==> src/bulk_data_defines.svh <==
/*
  Register map, field codes, file size and file names of the bulk data file control block.
  Assumes inclusion by bare name from the package and the design files.
*/
`ifndef BULK_DATA_DEFINES_SVH
`define BULK_DATA_DEFINES_SVH

// Byte addresses on the 8-bit APB address
`define SET_SEL_BIT       6
`define MISC_BIT          7
`define REG_STATUS        6'h00
`define REG_CONTROL       6'h04
`define REG_INFO          6'h08
`define REG_NAME_FIRST    6'h0C
`define REG_NAME_LAST     6'h1C
`define REG_SIZE          6'h20
`define REG_SHD_ENABLE    8'h80
`define REG_ACTIVE        8'h84
`define REG_WORK_CFG      8'h88
`define REG_WORK_SHD      8'h8C

// Control function codes
`define FN_ENUMERATE      8'h00
`define FN_NEXT           8'h01
`define FN_ERASE          8'h04
`define FN_ACTIVATE       8'h05
`define FN_COPY           8'h06

// Info and status codes
`define INFO_MORE         8'h00
`define INFO_LAST         8'h01
`define INFO_ERROR        8'h02
`define INFO_ACTIVE       8'h04
`define STATUS_OK         8'h01
`define FILE_BYTES        32'h0000_0004

// File identifiers and names (ASCII, first character leftmost)
`define NAME_CHARS        20
`define FID_FACTORY       3'h0
`define FID_USER_FIRST    3'h1
`define FID_CFG_LAST      3'h4
`define FID_NONE          3'h7
`define NAME_USER_PREFIX  64'h5573657253657430
`define CHAR_ZERO         8'h30
`define NAME_FACTORY_CFG  80'h466163746F7279536574
`define NAME_USER_SHD     88'h5573657253686164696E67
`define NAME_FACTORY_SHD  112'h466163746F727953686164696E67

`endif

==> src/bulk_data_pkg.sv <==
/*
  Types and name helpers of the bulk data file control block.
  Assumes bulk_data_defines.svh is on the include path.
*/
package bulk_data_pkg;
`include "bulk_data_defines.svh"

    typedef logic [159:0] name_t;
    typedef logic [2:0]   fid_t;

    typedef enum logic [1:0] {ST_RELOAD = 2'b01, ST_IDLE = 2'b10} ctl_state_t;

    typedef struct packed {
        logic [4:0][31:0] cfg;
        logic [4:0]       cfg_saved;
        fid_t             cfg_active;
        logic [31:0]      shd_user;
        logic             shd_user_saved;
        fid_t             shd_active;
    } nv_regs_t;

    typedef struct packed {
        ctl_state_t       state;
        logic [1:0][7:0]  ctrl;
        logic [1:0][7:0]  info;
        logic [1:0][159:0] name;
        logic [1:0][2:0]  scan;
        logic             shd_enable;
        logic [31:0]      work_cfg;
        logic [31:0]      work_shd;
        logic [31:0]      shd_out;
        logic [31:0]      rdata;
        logic             ready;
        logic             err;
    } ctl_regs_t;

    // Reverses character order: register layout <-> first-character-leftmost
    function automatic name_t swap_chars(input name_t n);
        name_t o;
        o = '0;
        for (int k = 0; k < `NAME_CHARS; k++)
        begin
            o[8*k +: 8] = n[8*(`NAME_CHARS-1-k) +: 8];
        end
        return o;
    endfunction

    function automatic name_t name_of(input logic shd, input fid_t fid);
        name_t be;
        be = '0;
        if (shd)
        begin
            if (fid == `FID_FACTORY)
                be = {`NAME_FACTORY_SHD, 48'h0};
            else
                be = {`NAME_USER_SHD, 72'h0};
        end
        else if (fid == `FID_FACTORY)
            be = {`NAME_FACTORY_CFG, 80'h0};
        else
            be = {`NAME_USER_PREFIX, `CHAR_ZERO + {5'h0, fid}, 88'h0};
        return swap_chars(be);
    endfunction

    function automatic fid_t file_of(input logic shd, input name_t n);
        fid_t f;
        f = `FID_NONE;
        for (int i = 0; i < 5; i++)
        begin
            if ((!shd || i < 2) && n == name_of(shd, fid_t'(i)))
                f = fid_t'(i);
        end
        return f;
    endfunction

endpackage

==> src/nv_file_store.sv <==
/*
  Non-volatile file store: five configuration files, the user shading file and
  the activation links. Only the power-on reset clears it; the block reset leaves it.
  Assumes the controller issues at most one operation per cycle.
*/
`timescale 1ns/1ps
`include "bulk_data_defines.svh"
module nv_file_store
    import bulk_data_pkg::*;
#(
    parameter logic [31:0] FACTORY_CFG_VALUE = 32'h0000_0000,
    parameter logic [31:0] FACTORY_SHD_VALUE = 32'h0000_0000
)(
    // Clock and power-on reset
    input  wire logic         pclk,
    input  wire logic         por_n,
    // Operations
    input  wire logic         cfg_wr,
    input  wire logic         cfg_erase,
    input  wire logic         cfg_act,
    input  wire logic         shd_copy,
    input  wire logic         shd_act,
    input  wire fid_t         op_idx,
    input  wire logic [31:0]  cfg_wr_data,
    // Contents
    output logic [159:0]      cfg_files,
    output logic [4:0]        cfg_saved,
    output fid_t              cfg_active,
    output logic [63:0]       shd_files,
    output logic [1:0]        shd_saved,
    output fid_t              shd_active
);

    localparam nv_regs_t NV_RESET = '{
        cfg:            {128'h0, FACTORY_CFG_VALUE},
        cfg_saved:      5'h01,
        cfg_active:     `FID_FACTORY,
        shd_user:       32'h0000_0000,
        shd_user_saved: 1'b0,
        shd_active:     `FID_FACTORY
    };

    nv_regs_t q;
    nv_regs_t d;

    always_comb
    begin
        d = q;
        if (cfg_wr)
        begin
            d.cfg[op_idx]       = cfg_wr_data;
            d.cfg_saved[op_idx] = 1'b1;
        end
        if (cfg_erase)
            d.cfg_saved[op_idx] = 1'b0;
        if (cfg_act)
            d.cfg_active = op_idx;
        if (shd_copy)
        begin
            d.shd_user       = FACTORY_SHD_VALUE;
            d.shd_user_saved = 1'b1;
        end
        if (shd_act)
            d.shd_active = op_idx;
    end

    always_ff @(posedge pclk or negedge por_n)
    begin
        if (!por_n)
            q <= NV_RESET;
        else
            q <= d;
    end

    assign cfg_files  = q.cfg;
    assign cfg_saved  = q.cfg_saved;
    assign cfg_active = q.cfg_active;
    assign shd_files  = {q.shd_user, FACTORY_SHD_VALUE};
    assign shd_saved  = {q.shd_user_saved, 1'b1};
    assign shd_active = q.shd_active;

endmodule

==> src/bulk_data_file_control.sv <==
/*
  Bulk data file control: two file control registers (configuration sets and
  shading values) on APB, enumeration, activation, copy and reload after reset.
  Assumes the camera parameter logic reports working-set changes on cfg_set_*.
*/
// The implementer's own choices: register access over APB and the address map.
`timescale 1ns/1ps
`include "bulk_data_defines.svh"
module bulk_data_file_control
    import bulk_data_pkg::*;
#(
    parameter logic [31:0] FACTORY_CFG_VALUE = 32'h0000_0000,
    parameter logic [31:0] FACTORY_SHD_VALUE = 32'h0000_0000
)(
    // Clock and resets
    input  wire logic         pclk,
    input  wire logic         presetn,
    input  wire logic         por_n,
    // APB slave
    input  wire logic         psel,
    input  wire logic         penable,
    input  wire logic         pwrite,
    input  wire logic [7:0]   paddr,
    input  wire logic [31:0]  pwdata,
    output logic [31:0]       prdata,
    output logic              pready,
    output logic              pslverr,
    // Working configuration from the camera parameter logic
    input  wire logic         cfg_set_valid,
    input  wire logic [31:0]  cfg_set_data,
    // Working sets
    output logic [31:0]       work_cfg,
    output logic [31:0]       shading_values,
    output logic              shading_enabled
);

    // Controller state and its next value
    ctl_regs_t    q;
    ctl_regs_t    d;

    // File store contents
    logic [159:0] cfg_files;
    logic [4:0]   cfg_saved;
    fid_t         cfg_active;
    logic [63:0]  shd_files;
    logic [1:0]   shd_saved;
    fid_t         shd_active;

    // File store operations
    logic         cfg_wr;
    logic         cfg_erase;
    logic         cfg_act;
    logic         shd_copy;
    logic         shd_act;
    fid_t         op_idx;

    // Decode and scan
    logic         wr_take;
    logic         rd_take;
    logic         t;
    logic [5:0]   loc;
    logic [2:0]   word;
    fid_t         fid;
    fid_t         start;
    fid_t         hit;
    logic         found;
    logic [4:0]   saved;
    fid_t         active;
    logic         known;
    logic [31:0]  rd_val;
    logic         rd_hit;

    // Only por_n clears the files
    nv_file_store #(
        .FACTORY_CFG_VALUE (FACTORY_CFG_VALUE),
        .FACTORY_SHD_VALUE (FACTORY_SHD_VALUE)
    ) u_store (
        .pclk        (pclk),
        .por_n       (por_n),
        .cfg_wr      (cfg_wr),
        .cfg_erase   (cfg_erase),
        .cfg_act     (cfg_act),
        .shd_copy    (shd_copy),
        .shd_act     (shd_act),
        .op_idx      (op_idx),
        .cfg_wr_data (q.work_cfg),
        .cfg_files   (cfg_files),
        .cfg_saved   (cfg_saved),
        .cfg_active  (cfg_active),
        .shd_files   (shd_files),
        .shd_saved   (shd_saved),
        .shd_active  (shd_active)
    );

    // Combinational answer, registered data
    assign pready  = penable & q.ready;
    assign pslverr = pready & q.err;
    assign prdata  = q.rdata;

    // Working sets seen by the camera
    assign work_cfg        = q.work_cfg;
    assign shading_values  = q.shd_out;
    assign shading_enabled = q.shd_enable;

    // Register decode shared by reads and writes
    always_comb
    begin
        t      = paddr[`SET_SEL_BIT];
        loc    = paddr[5:0];
        word   = 3'((loc - `REG_NAME_FIRST) >> 2);
        saved  = t ? {3'h0, shd_saved} : cfg_saved;
        active = t ? shd_active : cfg_active;

        // Only the fixed file names map to a file
        fid    = file_of(t, q.name[t]);
        known  = (fid != `FID_NONE) && saved[fid];
        rd_val = 32'h0000_0000;
        rd_hit = 1'b1;

        if (paddr[`MISC_BIT])
        begin
            if (paddr == `REG_SHD_ENABLE)
                rd_val = {31'h0, q.shd_enable};
            else if (paddr == `REG_ACTIVE)
                rd_val = {25'h0, shd_active, 1'b0, cfg_active};
            else if (paddr == `REG_WORK_CFG)
                rd_val = q.work_cfg;
            else if (paddr == `REG_WORK_SHD)
                rd_val = q.work_shd;
            else
                rd_hit = 1'b0;
        end
        // Both sets share this layout; bit 6 picks one
        else if (loc == `REG_STATUS)
            rd_val = {24'h0, `STATUS_OK};
        else if (loc == `REG_CONTROL)
            rd_val = {24'h0, q.ctrl[t]};
        else if (loc == `REG_INFO)
            rd_val = {24'h0, q.info[t]};
        else if (loc >= `REG_NAME_FIRST && loc <= `REG_NAME_LAST && loc[1:0] == 2'b00)
            rd_val = q.name[t][32*word +: 32];
        else if (loc == `REG_SIZE)
            rd_val = known ? `FILE_BYTES : 32'h0000_0000;
        else
            rd_hit = 1'b0;
    end

    // Enumeration scan: first saved file at or after the start point
    always_comb
    begin
        // A finished list stays finished until the next enumerate
        if (pwdata[7:0] != `FN_NEXT)
            start = `FID_FACTORY;
        else if (q.scan[t] == `FID_NONE)
            start = `FID_NONE;
        else
            start = q.scan[t] + 3'h1;
        hit   = `FID_NONE;
        found = 1'b0;

        // Descending loop: the lowest saved index wins
        for (int i = 4; i >= 0; i--)
        begin
            if (saved[i] && i >= int'(start) && !(start == `FID_NONE))
            begin
                hit   = fid_t'(i);
                found = 1'b1;
            end
        end
    end

    always_comb
    begin
        d         = q;

        cfg_wr    = 1'b0;
        cfg_erase = 1'b0;
        cfg_act   = 1'b0;
        shd_copy  = 1'b0;
        shd_act   = 1'b0;
        op_idx    = fid;

        wr_take   = psel & penable & pready & pwrite;
        rd_take   = psel & penable & pready;

        case (q.state)
            ST_RELOAD:
            begin
                // Fetch the linked files once after reset
                d.work_cfg = cfg_files[32*cfg_active +: 32];
                d.work_shd = shd_files[32*shd_active[0] +: 32];
                d.state    = ST_IDLE;
            end

            ST_IDLE:
            begin
                // Camera edits of the working set; an activate overrides them
                if (cfg_set_valid)
                    d.work_cfg = cfg_set_data;

                if (wr_take && paddr == `REG_SHD_ENABLE)
                    d.shd_enable = pwdata[0];
                else if (wr_take && !paddr[`MISC_BIT])
                begin
                    // Name words are stored as written
                    if (loc >= `REG_NAME_FIRST && loc <= `REG_NAME_LAST && loc[1:0] == 2'b00)
                        d.name[t][32*word +: 32] = pwdata;
                    else if (loc == `REG_CONTROL)
                    begin
                        d.ctrl[t] = pwdata[7:0];
                        d.info[t] = `INFO_MORE;
                        case (pwdata[7:0])
                            `FN_ENUMERATE, `FN_NEXT:
                            begin
                                if (found)
                                begin
                                    d.name[t] = name_of(t, hit);
                                    d.scan[t] = hit;
                                    if (hit == active)
                                        d.info[t] = `INFO_ACTIVE;
                                    else
                                        d.info[t] = `INFO_MORE;
                                end
                                else
                                begin
                                    d.scan[t] = `FID_NONE;
                                    d.info[t] = `INFO_LAST;
                                end
                            end

                            `FN_ACTIVATE:
                            begin
                                if (!known)
                                    d.info[t] = `INFO_ERROR;
                                else if (t)
                                begin
                                    shd_act    = 1'b1;
                                    d.work_shd = shd_files[32*fid[0] +: 32];
                                end
                                else
                                begin
                                    cfg_act    = 1'b1;
                                    d.work_cfg = cfg_files[32*fid +: 32];
                                end
                            end

                            // Configuration copy saves the working set from before this edge; shading copy stores FACTORY_SHD_VALUE
                            `FN_COPY:
                            begin
                                if (fid == `FID_NONE || fid == `FID_FACTORY)
                                    d.info[t] = `INFO_ERROR;
                                else if (t)
                                    shd_copy = 1'b1;
                                else
                                    cfg_wr = 1'b1;
                            end

                            // Erase keeps the link; reload then uses old content
                            `FN_ERASE:
                            begin
                                if (!known || fid == `FID_FACTORY || t)
                                    d.info[t] = `INFO_ERROR;
                                else
                                    cfg_erase = 1'b1;
                            end

                            default:
                                d.info[t] = `INFO_ERROR;
                        endcase
                    end
                end
            end

            default:
                d.state = ST_RELOAD;
        endcase

        // Correction output follows the enable at the same edge
        d.shd_out = d.shd_enable ? d.work_shd : 32'h0000_0000;

        // Zero wait states after reload, one while reloading
        if (psel && !rd_take)
        begin
            d.ready = (q.state == ST_IDLE);
            d.err   = !rd_hit;
            d.rdata = rd_val;
        end
        else
        begin
            d.ready = 1'b0;
            d.err   = 1'b0;
        end
    end

    // Block reset keeps the file store and its links
    always_ff @(posedge pclk or negedge presetn)
    begin
        if (!presetn)
        begin
            q.state      <= ST_RELOAD;
            q.ctrl       <= '0;
            q.info       <= '0;
            q.name       <= '0;
            // A next before any enumerate reports the end
            q.scan       <= {2{`FID_NONE}};
            q.shd_enable <= 1'b0;
            q.work_cfg   <= 32'h0000_0000;
            q.work_shd   <= 32'h0000_0000;
            q.shd_out    <= 32'h0000_0000;
            q.rdata      <= 32'h0000_0000;
            q.ready      <= 1'b0;
            q.err        <= 1'b0;
        end
        else
            q <= d;
    end

endmodule

==> config.mk <==
export PLATFORM = sky130hd
export DESIGN_NAME = bulk_data_file_control
export DESIGN_NICKNAME = d
export VERILOG_FILES = /design/src/bulk_data_pkg.sv /design/src/nv_file_store.sv /design/src/bulk_data_file_control.sv
export VERILOG_INCLUDE_DIRS = /design/src
export SDC_FILE = /design/constraint.sdc
export NUM_CORES = 1
export LEC_CHECK = 0
export BUFFER_PORTS_ARGS = -buffer_cell sky130_fd_sc_hd__buf_2
export CAP_MARGIN = 30
export CORE_AREA = 3 3 254 256
export DETAILED_ROUTE_END_ITERATION = 8
export DIE_AREA = 0 0 257 259
export HOLD_SLACK_MARGIN = 0.05
export PLACE_DENSITY_LB_ADDON = 0.1
export SYNTH_ARGS = -nofsm -noshare
export SYNTH_HDL_FRONTEND = slang
export SYNTH_SLANG_ARGS = --single-unit
==> constraint.sdc <==
create_clock -name pclk -period 12.2 [get_ports pclk]
set_input_delay 0.61 -clock pclk [delete_from_list [all_inputs] [get_ports pclk]]
set_output_delay 0.61 -clock pclk [all_outputs]
set_load 0.03 [all_outputs]
==> results.md <==
- CTS Buffer Depth: 3
- Post-synth EDFFs: 0
- Slew HR: between 20% and 30%
- Core footprint: ~63000 um2
- Overall die height: ~260 um
- Top FF cell, synth: dfrtp_1
- Starting density of the core: 54.58%
- # H-tree levels: 3
- Worst stage delay on the critical path: 710 ps
- WP data required: 12710 ps
- Worst path cell trace: buf_8 > buf_4 > buf_4 > mux2i_1 > nand3_1 > or4_1 > or4_1 > or3_4 > o32a_2 > o31ai_4 > buf_4 > o21ai_0 > buf_2 > a221o_1
- Overall Power: 4.916 mW
- Die X: roughly 260 um
- Power per cell area: 130.4 nW/um2
- RSZ-0062 raised after global routing: no
- Synth Instances: 3365
- Cts bufs inserted: 74
- Asr flop ratio synth: 100.0%
- Starting DRT DRC Count: 4090
- Setup slack after layout: between 6000 and 7000 ps
- Number of max-cap violations: 0
- Synth Cell Area: around 34000 um2
- Number of distinct library cells after synthesis: 80
- TNS Setup: 0 ps
- CTS tree: yes
- Yosys warning count: 0
- Die area: between 60000 and 70000 um2
- Status: finished, final reports clean
- CP max FO: 63
- Antenna-violating nets left: 0
- Clk pin slew, worst setup/hold paths: 60 ps
- DRC: 0
- Maximum vdd ir drop: about 100 uV
- Post-detail-place hpwl: 86.62 mm
- Pin count of the biggest net entering global routing: 167
- Vias in the first global route: 28700
- DRT Pass-1 Iters: 8
- Resized Gates After CTS: 0
- Clock latency on the worst-skew pair: around 640 ps
- Crit path kind: input pin to flop
- Seq/Total Area, Yosys: 48.48%
- Critical Path End Type: flop
- Static leakage: 16.51 nW
- Synthesized net count: 3454
- Final Skew: 32.53 ps
- First-pass GRT wire length: 194.3 mm
- Routability cong.: slightly below 1
- Mean area per synthesized cell: 10.18 um2
- Finished Core Util: 60.08%
- Fmax: 170.5 MHz
- Clock root buffer: clkbuf_16
- GRT Util Overall: 39.30%
- Critical Path Slowest Stage Cell: buf_4
- Layout cells sized above 1: 20.70%
- Fin Hold WS: 9.588 ps
- DR WL/cell: 31.46 um
- Initial antenna violation count: 5
- Critical Path AT: 6370 ps
- Flops & latches, synth: between 600 and 700
- Layout area overhead: 10.08%
- Routed vias: 29330
- Post-layout min period: 5865 ps
- Dpl ws: 5739 ps
- Rows: 92
- Total wire length: 131.9 mm
- Crit-path most repeated cell: buf_4
- CTS Sinks: 663
- Final setup vio count: 0
- Nets: 3378
- Slew Viols, Final: 0
- Hold Vio Cnt, Final: 0
- Port bufs: 177
- Worst Tran Pin Value: 1123 ps
- Total global routing overflow: 0
- Top-Level Pins: 178
- Vias/cell: 6.994
- Hold Path Class: input pin to asynchronous set/reset pin
- Worst Setup Start Kind: input pin
- Final period utilization: 48.07%
cell families after synthesis:
family                   count (synthesis)  synth area share, %
adder cells (fa/ha/maj)                 10               0.3654
multiplexers                           295                12.47
flip-flops                             663                48.48
buffers and inverters                  439                6.018
XOR/XNOR                                 1              0.02558
AND/OR/NAND/NOR                       1003                14.20
AO/OA/AOI/OAI                          954                18.44
stage by stage:
stage,instances,area [um2]
after floorplan,3365,34240
after global placement,4045,34930
after detailed placement,4056,35110
after CTS,4187,37620
after global routing,4190,37680
final,4194,37690
cells in the final DEF (no fill, tap or decap), types with 15 or more instances in the layout:
cell,count
nand3_1,27
o221ai_1,24
inv_1,21
o22ai_1,62
nor3_1,46
mux4_2,89
dfrtp_1,654
o21a_1,24
buf_2,176
a31oi_1,20
nand4_1,21
nor2_1,186
a22oi_1,87
buf_4,71
mux2_2,163
clkbuf_8,18
or3_1,25
a21oi_1,190
a22o_1,147
and2_1,51
nor4_1,39
nor4b_1,30
o211ai_1,27
mux2i_1,43
nand2_1,423
o21ai_0,252
clkbuf_1,15
nor2b_1,48
a2111oi_0,23
clkbuf_16,74
critical path: cells and delay by family:
family / cells / cell delay, ps
mux: 1 / 460
buf+inv: 5 / 2420
simple gates: 4 / 1620
compound gates: 4 / 1140
routing by layer:
layer / share of wire [%] / vias up / wire (um) / global-route usage (%)
li1: - / 12110 / - / -
met1: 39 / 14730 / 51300 / 53.37
met2: 44 / 2096 / 58040 / 58.71
met3: 12 / 389 / 15530 / 10.95
met4: 5.2 / 8 / 6817 / 18.24
met5: 0.18 / - / 232 / 2.193
flip-flops by register name (all words and copies together) (netlist names):
| name | flops |
|---|---|
| q | 394 |
| u_store.cfg_files | 160 |
| u_store.shd_active | 3 |
| u_store.cfg_saved | 5 |
| u_store.cfg_active | 3 |
| shading_values | 32 |
| prdata | 32 |
| shading_enabled | 1 |
| u_store.shd_saved | 1 |
| work_cfg | 32 |
final timing paths:
kind | depth (start not counted) | slack, ps | to | from
min in group pclk | 2 | 240 | work_cfg[9]$_DFFE_PN0N_ | cfg_set_data[9]
worst min register to register | 0 | 380 | u_store.cfg_saved[0]$_DFF_PN1_ | u_store.cfg_saved[0]$_DFF_PN1_
worst min-delay path | 1 | 10 | work_cfg[8]$_DFFE_PN0N_ | presetn
worst max-delay path | 14 | 6330 | work_cfg[24]$_DFFE_PN0N_ | paddr[6]
worst max register to register | 12 | 6840 | work_cfg[24]$_DFFE_PN0N_ | q[333]$_DFFE_PN0P_
max in group asynchronous | 4 | 10130 | q[381]$_DFFE_PN0P_ | presetn
synth_stat cells (7+ instances only):
| master | count | area [um2] |
|---|---|---|
| buf_2 | 9 | 45.04 |
| and3_1 | 9 | 56.30 |
| o21ai_0 | 252 | 1261 |
| nor4b_1 | 30 | 262.8 |
| ha_1 | 10 | 125.1 |
| buf_1 | 38 | 142.6 |
| nand3_1 | 27 | 135.1 |
| and2_1 | 53 | 331.6 |
| dfrtp_1 | 655 | 16390 |
| a2bb2oi_1 | 7 | 61.31 |
| o211ai_1 | 27 | 202.7 |
| a21oi_1 | 190 | 950.9 |
| clkbuf_1 | 265 | 994.7 |
| mux2i_1 | 43 | 430.4 |
| a31oi_1 | 20 | 125.1 |
| nand2b_1 | 11 | 68.82 |
| or3_1 | 25 | 156.4 |
| o21a_1 | 24 | 180.2 |
| a22o_1 | 147 | 1287 |
| or4_1 | 11 | 82.58 |
| a221oi_1 | 7 | 61.31 |
| inv_1 | 21 | 78.83 |
| nor3_1 | 49 | 245.2 |
| o22ai_1 | 62 | 387.9 |
| nor4bb_1 | 7 | 70.07 |
| nor4_1 | 46 | 287.8 |
| nand2_1 | 425 | 1595 |
| a22oi_1 | 88 | 660.6 |
| a21o_1 | 8 | 60.06 |
| nand3b_1 | 7 | 52.55 |
| a2111oi_0 | 23 | 201.4 |
| nor2b_1 | 51 | 319.1 |
| a221o_1 | 9 | 90.09 |
| mux2_2 | 163 | 1836 |
| mux4_2 | 89 | 2004 |
| buf_4 | 97 | 728.2 |
| o221ai_1 | 24 | 210.2 |
| o22a_1 | 10 | 87.58 |
| nor2_1 | 194 | 728.2 |
| dfstp_2 | 8 | 210.2 |
| nand4_1 | 21 | 131.4 |
| o41ai_1 | 11 | 96.34 |
power by group:
part           switching, mW  internal [mW]  leakage (nW)
combinational          0.239         0.0842          6.21
clock                  0.951           1.38          1.22
sequential            0.0427           2.22          9.08
total                   1.23           3.68          16.5
timing repair:
item                                    CTS  global route
hold buffers                              1             0
endpoints found under the setup margin    0             0
endpoints found under the hold margin    27             0
setup buffers                             0             0
final cells by class:
| cell class | instances | area, um2 |
|---|---|---|
| well taps | 846 | 1059 |
| fillers | 5259 | 25040 |
| multi-input cells | 2263 | 15720 |
| flip-flops and latches | 663 | 16600 |
| diodes | 5 | 12.51 |
| clock inverters | 23 | 346.6 |
| inverters | 25 | 93.84 |
| repair buffers | 262 | 1708 |
| clock buffers | 107 | 2156 |
(Power assumes the default switching activity.)
